[src/rtl/mpsr_pkg.sv]
// Shared constants, types and register layout of the power-state and refresh block.
package mpsr_pkg;
	localparam int CLK_NS = 10;
	localparam int CHAN_CYCLE_NS = 10;
	localparam int FRAME_TICKS = (CHAN_CYCLE_NS + CLK_NS - 1) / CLK_NS;
	localparam int SR_PERIOD_NS = 15600;
	localparam logic [15:0] SR_CYCLES = 16'(SR_PERIOD_NS / CLK_NS);
	localparam int RAS_NS = 40;
	localparam logic [7:0] RAS_CYCLES = 8'((RAS_NS + CLK_NS - 1) / CLK_NS);
	localparam logic [4:0] BANK_MAX = 5'h1f;
	localparam logic [7:0] REG_CTRL = 8'h00;
	localparam logic [7:0] REG_FRAME = 8'h04;
	localparam logic [7:0] REG_STATUS = 8'h08;
	localparam int CTRL_NSR_BIT = 8;
	localparam int CTRL_PSX_BIT = 9;
	localparam int CTRL_SLOT_BIT = 10;
	localparam int ST_FRAME_BIT = 3;
	localparam int ST_SELF_BIT = 4;
	localparam int ST_BANK_LSB = 8;
	localparam int ST_ROW_LSB = 16;

	typedef enum logic [2:0]
	{
		PS_STANDBY = 3'b000,
		PS_ATTENTION_STATE = 3'b001,
		PS_ATTENTION_STATE_RD = 3'b010,
		PS_ATTENTION_STATE_WR = 3'b011,
		PS_SLEEP = 3'b100,
		PS_PDOWN = 3'b101
	} mpsr_pstate_t;

	typedef enum logic [1:0]
	{
		WK_IDLE = 2'b00,
		WK_FELL = 2'b01,
		WK_SLOT = 2'b10
	} mpsr_wake_t;

	typedef struct packed
	{
		logic valid;
		logic bcast;
		logic [5:0] dev;
		logic is_act;
		logic attention_state;
		logic relax;
		logic sleep_req;
		logic pdn_req;
		logic refresh_activate;
		logic refresh_precharge;
		logic [4:0] bank;
		logic [9:0] row;
	} mpsr_row_t;

	typedef struct packed
	{
		logic valid;
		logic [5:0] dev;
		logic rd;
		logic wr;
		logic relax;
	} mpsr_col_t;

	typedef struct packed
	{
		logic sck;
		logic cmd;
		logic sio;
		logic [5:0] data_byte_a;
	} mpsr_wake_pins_t;

	typedef struct packed
	{
		mpsr_row_t row_s1;
		mpsr_row_t row_s2;
		logic row_v3;
		mpsr_col_t col_s1;
		mpsr_col_t col_s2;
		logic col_v3;
		mpsr_wake_pins_t wk_s1;
		mpsr_wake_pins_t wk_s2;
		logic sck_d;
		mpsr_pstate_t ps;
		logic ret_attention_state;
		logic [11:0] frame_cnt;
		logic frame_ok;
		mpsr_wake_t wk;
		logic [9:0] row_ptr;
		logic [4:0] self_bank;
		logic self_on;
		logic [15:0] sr_cnt;
		logic sr_pend;
		logic [7:0] ras_cnt;
		logic [5:0] dev_id;
		logic sleep_self_refresh_enable;
		logic exit_without_address_select;
		logic slot;
		logic [7:0] frame_fld;
		logic a_pend;
		logic a_write;
		logic [7:0] a_addr;
		logic [31:0] hrdata;
		logic rdy;
		logic act_v;
		logic [4:0] act_bank;
		logic [9:0] act_row;
		logic pre_v;
		logic [4:0] pre_bank;
	} mpsr_state_t;
endpackage

[src/rtl/mpsr_top.sv]
// Power-state, wake-up and refresh control with an AHB-Lite register slave.
//
// The implementer's own choices: the register offsets and the AHB-Lite slave port.
`timescale 1ns/1ns
module mpsr_top
	import mpsr_pkg::*;
(
	input wire logic I_CLK,
	input wire logic I_RST,
	input wire logic I_HSEL,
	input wire logic [31:0] I_HADDR,
	input wire logic [1:0] I_HTRANS,
	input wire logic I_HWRITE,
	input wire logic [2:0] I_HSIZE,
	input wire logic [31:0] I_HWDATA,
	input wire logic I_HREADY,
	output logic [31:0] O_HRDATA,
	output logic O_HREADYOUT,
	output logic O_HRESP,
	input wire mpsr_row_t I_ROW,
	input wire mpsr_col_t I_COL,
	input wire mpsr_wake_pins_t I_WAKE,
	output logic [2:0] O_POWER_STATE,
	output logic O_COL_FRAME_EN,
	output logic O_SELF_REFRESH,
	output logic O_ACT_VALID,
	output logic [4:0] O_ACT_BANK,
	output logic [9:0] O_ACT_ROW,
	output logic O_PRE_VALID,
	output logic [4:0] O_PRE_BANK
);
	mpsr_state_t s;
	mpsr_state_t next_s;
	logic row_take;
	logic col_take;
	logic row_hit;
	logic row_mine;
	logic col_hit;
	logic sck_fall;
	logic sck_rise;
	logic wake_exit;

	function automatic logic [31:0] read_word(input mpsr_state_t st, input logic [7:0] addr);
		logic [31:0] w;
		w = 32'h0;
		case (addr)
			REG_CTRL:
			begin
				w[5:0] = st.dev_id;
				w[CTRL_NSR_BIT] = st.sleep_self_refresh_enable;
				w[CTRL_PSX_BIT] = st.exit_without_address_select;
				w[CTRL_SLOT_BIT] = st.slot;
			end
			REG_FRAME: w[7:0] = st.frame_fld;
			REG_STATUS:
			begin
				w[2:0] = st.ps;
				w[ST_FRAME_BIT] = st.frame_ok;
				w[ST_SELF_BIT] = st.self_on;
				w[ST_BANK_LSB +: 5] = st.self_bank;
				w[ST_ROW_LSB +: 10] = st.row_ptr;
			end
			default: w = 32'h0;
		endcase
		return w;
	endfunction

	function automatic logic [9:0] row_after(input logic [4:0] bank, input logic [9:0] row);
		return (bank == BANK_MAX) ? row + 10'h001 : row;
	endfunction

	assign row_take = s.row_s2.valid && !s.row_v3;
	assign col_take = s.col_s2.valid && !s.col_v3;
	assign row_hit = !s.row_s2.bcast && (s.row_s2.dev == s.dev_id);
	assign row_mine = row_hit || s.row_s2.bcast;
	assign col_hit = s.col_s2.dev == s.dev_id;
	assign sck_fall = s.sck_d && !s.wk_s2.sck;
	assign sck_rise = !s.sck_d && s.wk_s2.sck;
	assign wake_exit = s.ps[2] && sck_rise && s.wk_s2.cmd &&
		((s.wk == WK_FELL && (s.exit_without_address_select || (!s.slot && s.wk_s2.data_byte_a == s.dev_id))) ||
		(s.wk == WK_SLOT && (s.exit_without_address_select || s.wk_s2.data_byte_a == s.dev_id)));

	always_comb
	begin
		next_s = s;
		next_s.row_s1 = I_ROW;
		next_s.row_s2 = s.row_s1;
		next_s.row_v3 = s.row_s2.valid;
		next_s.col_s1 = I_COL;
		next_s.col_s2 = s.col_s1;
		next_s.col_v3 = s.col_s2.valid;
		next_s.wk_s1 = I_WAKE;
		next_s.wk_s2 = s.wk_s1;
		next_s.sck_d = s.wk_s2.sck;
		next_s.rdy = 1'b1;
		next_s.act_v = 1'b0;
		next_s.pre_v = 1'b0;

		if (I_HREADY)
		begin
			next_s.a_pend = I_HSEL && I_HTRANS[1];
			next_s.a_write = I_HWRITE;
			next_s.a_addr = I_HADDR[7:0];
			next_s.hrdata = read_word(s, I_HADDR[7:0]);
		end
		if (s.a_pend && s.a_write)
		begin
			case (s.a_addr)
				REG_CTRL:
				begin
					next_s.dev_id = I_HWDATA[5:0];
					next_s.sleep_self_refresh_enable = I_HWDATA[CTRL_NSR_BIT];
					next_s.exit_without_address_select = I_HWDATA[CTRL_PSX_BIT];
					next_s.slot = I_HWDATA[CTRL_SLOT_BIT];
				end
				REG_FRAME: next_s.frame_fld = I_HWDATA[7:0];
				default: next_s.frame_fld = s.frame_fld;
			endcase
		end

		if (!s.frame_ok && (s.ps == PS_ATTENTION_STATE || s.ps == PS_ATTENTION_STATE_RD || s.ps == PS_ATTENTION_STATE_WR))
		begin
			if (s.frame_cnt == 12'h000)
				next_s.frame_ok = 1'b1;
			else
				next_s.frame_cnt = s.frame_cnt - 12'h001;
		end

		if (!s.ps[2] && row_take)
		begin
			if (s.row_s2.refresh_activate && row_mine)
			begin
				next_s.act_v = 1'b1;
				next_s.act_bank = s.row_s2.bank;
				next_s.act_row = s.row_ptr;
				next_s.row_ptr = row_after(s.row_s2.bank, s.row_ptr);
			end
			else if (s.row_s2.refresh_precharge && row_mine)
			begin
				next_s.pre_v = 1'b1;
				next_s.pre_bank = s.row_s2.bank;
			end
			else if ((s.row_s2.sleep_req || s.row_s2.pdn_req) && row_hit)
			begin
				next_s.ret_attention_state = (s.ps != PS_STANDBY) && !s.row_s2.relax;
				next_s.ps = s.row_s2.pdn_req ? PS_PDOWN : PS_SLEEP;
				next_s.self_on = s.row_s2.pdn_req || s.sleep_self_refresh_enable;
				next_s.sr_cnt = 16'h0000;
				next_s.frame_ok = 1'b0;
				next_s.wk = WK_IDLE;
			end
			else if (s.row_s2.relax && row_mine)
			begin
				next_s.ps = PS_STANDBY;
				next_s.frame_ok = 1'b0;
			end
			else if ((s.row_s2.is_act || s.row_s2.attention_state) && row_mine)
			begin
				if (s.row_s2.is_act)
				begin
					next_s.act_v = 1'b1;
					next_s.act_bank = s.row_s2.bank;
					next_s.act_row = s.row_s2.row;
				end
				if (row_hit && s.ps == PS_STANDBY)
				begin
					next_s.ps = PS_ATTENTION_STATE;
					next_s.frame_cnt = 12'(s.frame_fld * FRAME_TICKS);
					next_s.frame_ok = 1'b0;
				end
			end
		end

		if (s.frame_ok && col_take && col_hit && !s.ps[2])
		begin
			if (s.col_s2.relax)
			begin
				next_s.ps = PS_STANDBY;
				next_s.frame_ok = 1'b0;
			end
			else if (s.col_s2.wr)
				next_s.ps = PS_ATTENTION_STATE_WR;
			else if (s.col_s2.rd)
				next_s.ps = PS_ATTENTION_STATE_RD;
		end

		if (s.ps[2])
		begin
			case (s.wk)
				WK_IDLE:
					if (sck_fall && !s.wk_s2.cmd && s.wk_s2.sio == (s.ps == PS_PDOWN))
						next_s.wk = WK_FELL;
				WK_FELL:
					if (sck_rise)
						next_s.wk = (s.wk_s2.cmd && !s.exit_without_address_select && s.slot) ? WK_SLOT : WK_IDLE;
				WK_SLOT:
					if (sck_rise)
						next_s.wk = WK_IDLE;
				default: next_s.wk = WK_IDLE;
			endcase
			if (wake_exit)
			begin
				next_s.ps = s.ret_attention_state ? PS_ATTENTION_STATE : PS_STANDBY;
				next_s.wk = WK_IDLE;
				next_s.self_on = 1'b0;
				next_s.sr_pend = 1'b0;
				next_s.frame_cnt = 12'(s.frame_fld * FRAME_TICKS);
			end
		end

		if (s.self_on && !wake_exit)
		begin
			if (s.sr_cnt == SR_CYCLES - 16'h0001)
			begin
				next_s.sr_cnt = 16'h0000;
				next_s.act_v = 1'b1;
				next_s.act_bank = s.self_bank;
				next_s.act_row = s.row_ptr;
				next_s.sr_pend = 1'b1;
				next_s.ras_cnt = RAS_CYCLES;
			end
			else
				next_s.sr_cnt = s.sr_cnt + 16'h0001;
			if (s.sr_pend)
			begin
				if (s.ras_cnt == 8'h01)
				begin
					next_s.sr_pend = 1'b0;
					next_s.pre_v = 1'b1;
					next_s.pre_bank = s.self_bank;
					next_s.self_bank = s.self_bank + 5'h01;
					next_s.row_ptr = row_after(s.self_bank, s.row_ptr);
				end
				else
					next_s.ras_cnt = s.ras_cnt - 8'h01;
			end
		end
	end

	always_ff @(posedge I_CLK)
	begin
		if (I_RST)
		begin
			// The serial clock idles high, so its synchroniser starts high and reset makes no false edge.
			s <= '0;
			s.wk_s1.sck <= 1'b1;
			s.wk_s2.sck <= 1'b1;
			s.sck_d <= 1'b1;
		end
		else
			s <= next_s;
	end

	assign O_HRDATA = s.hrdata;
	assign O_HREADYOUT = s.rdy;
	assign O_HRESP = 1'b0;
	assign O_POWER_STATE = s.ps;
	assign O_COL_FRAME_EN = s.frame_ok;
	assign O_SELF_REFRESH = s.self_on;
	assign O_ACT_VALID = s.act_v;
	assign O_ACT_BANK = s.act_bank;
	assign O_ACT_ROW = s.act_row;
	assign O_PRE_VALID = s.pre_v;
	assign O_PRE_BANK = s.pre_bank;
endmodule

[config.mk]
export PLATFORM = sky130hd
export DESIGN_NAME = mpsr_top
export DESIGN_NICKNAME = d
export VERILOG_FILES = /design/src/rtl/mpsr_pkg.sv /design/src/rtl/mpsr_top.sv
export SDC_FILE = /design/constraint.sdc
export NUM_CORES = 1
export LEC_CHECK = 0
export BUFFER_PORTS_ARGS = -buffer_cell sky130_fd_sc_hd__clkbuf_2
export CAP_MARGIN = 10
export CORE_UTILIZATION = 45
export DETAILED_ROUTE_END_ITERATION = 16
export GPL_ROUTABILITY_DRIVEN = 0
export GPL_TIMING_DRIVEN = 0
export PLACE_DENSITY = 0.78
export SETUP_SLACK_MARGIN = 0.1
export SYNTH_ARGS = -nofsm -noshare
export SYNTH_HDL_FRONTEND = slang
export SYNTH_SLANG_ARGS = --single-unit
export TNS_END_PERCENT = 100
[constraint.sdc]
create_clock -name I_CLK -period 2.8 [get_ports I_CLK]
set_input_delay 0.56 -clock I_CLK [delete_from_list [all_inputs] [get_ports I_CLK]]
set_output_delay 0.56 -clock I_CLK [all_outputs]
set_load 0.05 [all_outputs]
==> out/metrics.yaml <==
sta:
  finalCritPeriodShare_pct: 93.2
  hold-worst-slack_ps: 233
  final.setup.worst_slack_ps: 192
  setup_tns_ps: 0
  slew_headroom_pct: 45.5
  setup_violations: 0
  slew_viol_final: 0
  min_period_ps: 2610
  rsz0062_at_grt: "no"
  fin_skew_ps: 12.1
  finalHoldViolCount: 0
  tightest_slew_ps: 817
  fmax_mhz: 383
synth:
  seq_area_frac_synth_pct: 47.7
  syn-cell-area_sq_um: 9820
  async_reset_ff_share_pct: 0
  synth.area.top_cells: "dfxtp_1 (48%), nor2b_1 (7.1%), mux2i_1 (5.4%)"
  synth_edf_count: 0
  synth_common_cells: "dfxtp_1 (234), nor2_1 (118), nor2b_1 (111), buf_4 (58), mux2i_1 (53)"
  synth_seq_cells: 234
  yosysMostFrequentCell: "dfxtp_1"
  synth_ff_type: "dfxtp_1"
  avgSynthCellArea_sq_um: 9.59
  ys_warn_count: 0
  postSynthCellCount: 1024
  synth_top_area_share_pct: 47.7
  synth_cell_types: 72
  synth_top_cell_by_area: "dfxtp_1"
clock_network:
  clock_sinks: 234
  cts_tree: "built"
  insertion_delay_ps: 520
  cts.clk_slew.worst_paths_ps: 60
  cts_max_level: 1
  cts_root_buffer: "clkbuf_16"
  holdBufCountCts: 0
  cts_made_buffers: 24
  clk_path_buf_depth: 3
routing:
  firstDrtPassIters: 5
  drcViolationCount: 0
  wire_per_inst_um: 15.9
  detail-route-antenna-nets: 0
  vias_per_cell: 5.21
  wirelength_um: 23400
  vias: 7699
  drtIter0Drc: 464
power:
  clock_power_share_pct: 48.0
  combPwrFrac_pct: 5.1
  power_frac_seq_pct: 47.0
  powerDensity_nw_per_um2: 624
  switchingPower_mw: 1.59
  p_int_mw: 5.75
  p_leak_nw: 4.85
  switching_share_pct: 21.7
  ir_worst_vdd_v: 0.000411
floorplanning:
  start_util_pct: 46.3
  die_x_um: 150
  die_area_sq_um: 22400
  io_pins: 184
  coreArea_sq_um: 21200
  num_rows: 53
  fp.dieH_um: 150
finish:
  diodes: 0
  fin_nets: 1315
  instances_no_fill: 1477
  syn2layout_area_growth_pct: 19.9
  drive_gt1_share_pct: 23.5
  final_core_util_pct: 55.5
global_routing:
  grt_pass1_vias: 7378
  grt_max_degree: 16
  grt_pass1_wl_um: 37100
  overflow: 0
  grtUsageTotal_pct: 20.9
  antenna_found_initial: 0
placement:
  io_buffer_count: 123
  dp_hpwl_um: 17200
  dp.cells: 1431
  dp_slack_ps: -83.6
outcome:
  status: "completed"
worst_setup_path:
  critPathKind: "flip-flop to flip-flop"
  cp.arrival_ps: 3020
  worstSetupEndpointType: "flip-flop"
  cp_max_fo: 10
  critPathRequiredTime_ps: 3210
  crit_path_start_kind: "flip-flop"
job:
  maxCapViolations: 0
worst_hold_path:
  holdCritPathClass: "input port to flip-flop"
==> worst paths after layout <==
check        depth (start not counted)     endpoint        start  slack [ps]
max                                  7       s[119]        s[81]         190
min reg2reg                          1  next_s[142]  next_s[151]         410
max reg2reg                          7       s[119]        s[81]         190
min                                  2  next_s[151]    I_WAKE[8]         230
==> through the flow <==
stage / power [mW] / area [sq um]
after floorplan: 3.75 / 9850
after detailed placement: 3.89 / 10800
after global placement: 3.88 / 10800
after CTS: 7.39 / 11700
final: 7.34 / 11800
after global routing: 7.59 / 11800
==> routing by layer <==
metal | global-route usage [%] | share of wire, %
met1 | 26.4 | 43
met4 | 7.53 | 2.6
met5 | 0 | 0
met2 | 35.6 | 48
met3 | 3.57 | 6.5
==> area by class of cell <==
class	count	area, sq um
fill	1862	9450
sequential	234	4690
inverter	18	67.6
tap	275	344
multi-input combinational	670	4490
timing repair buffer	125	631
clock buffer	29	681
buffer	111	666
clock inverter	15	214
==> placed cells by master, fill, tap and decap left out, drive strengths merged, types with 7 or more instances in the layout <==
master / count
a211oi: 12
a21oi: 51
a221o: 10
a22oi: 19
a311oi: 10
and2: 7
and3: 8
buf: 78
clkbuf: 187
conb: 10
dfxtp: 234
ha: 8
inv: 19
mux2: 9
mux2i: 53
nand2: 31
nand3: 25
nand4: 13
nor2: 119
nor2b: 111
nor3: 24
nor3b: 14
nor4: 11
o21ai: 26
or3: 7
xnor2: 22
xor2: 12
==> sequential cells by signal (all words and copies together), names as in the netlist <==
name            count
O_PRE_VALID         1
O_SELF_REFRESH      1
O_PRE_BANK          5
O_HREADYOUT         1
O_ACT_ROW          10
next_s             52
O_HRDATA           23
O_POWER_STATE       3
O_COL_FRAME_EN      1
s                 131
O_ACT_BANK          5
O_ACT_VALID         1
==> power groups by stage <==
stage	registers (mW)	clock network, mW	logic (mW)
2_1_floorplan	3.51	0	0.241
3_3_place_gp	3.52	0	0.362
3_5_place_dp	3.52	0	0.367
4_1_cts	3.45	3.57	0.372
5_1_grt	3.45	3.73	0.408
6_report	3.45	3.52	0.374
==> critical path, stage by stage (launching register included) <==
cell and delay, ps:
dfxtp_2 380, xnor2_1 290, a41oi_4 240, o41ai_4 460, or3b_1 470, buf_6 190
a21oi_2 170, mux2_4 310
==> cells by family (layout without fill, tap and decap cells) <==
logic type	Yosys count	count (layout)	share of synthesized area [%]
flip-flops	234	234	47.7
multiplexers	62	62	6.66
buffers and inverters	129	298	7.46
AND/OR/NAND/NOR	408	408	23.2
XOR/XNOR	34	34	3.38
AO/OA/AOI/OAI	148	148	10.5
other	1	10	0.0382
adder cells (fa/ha/maj)	8	8	1.02
==> what timing repair did <==
item | in CTS | in global routing
setup endpoints to repair | 27 | 42
buffers inserted | 2 | 0
pin swaps | 2 | 1
resized for setup | 3 | 8
(Power assumes the default switching activity.)
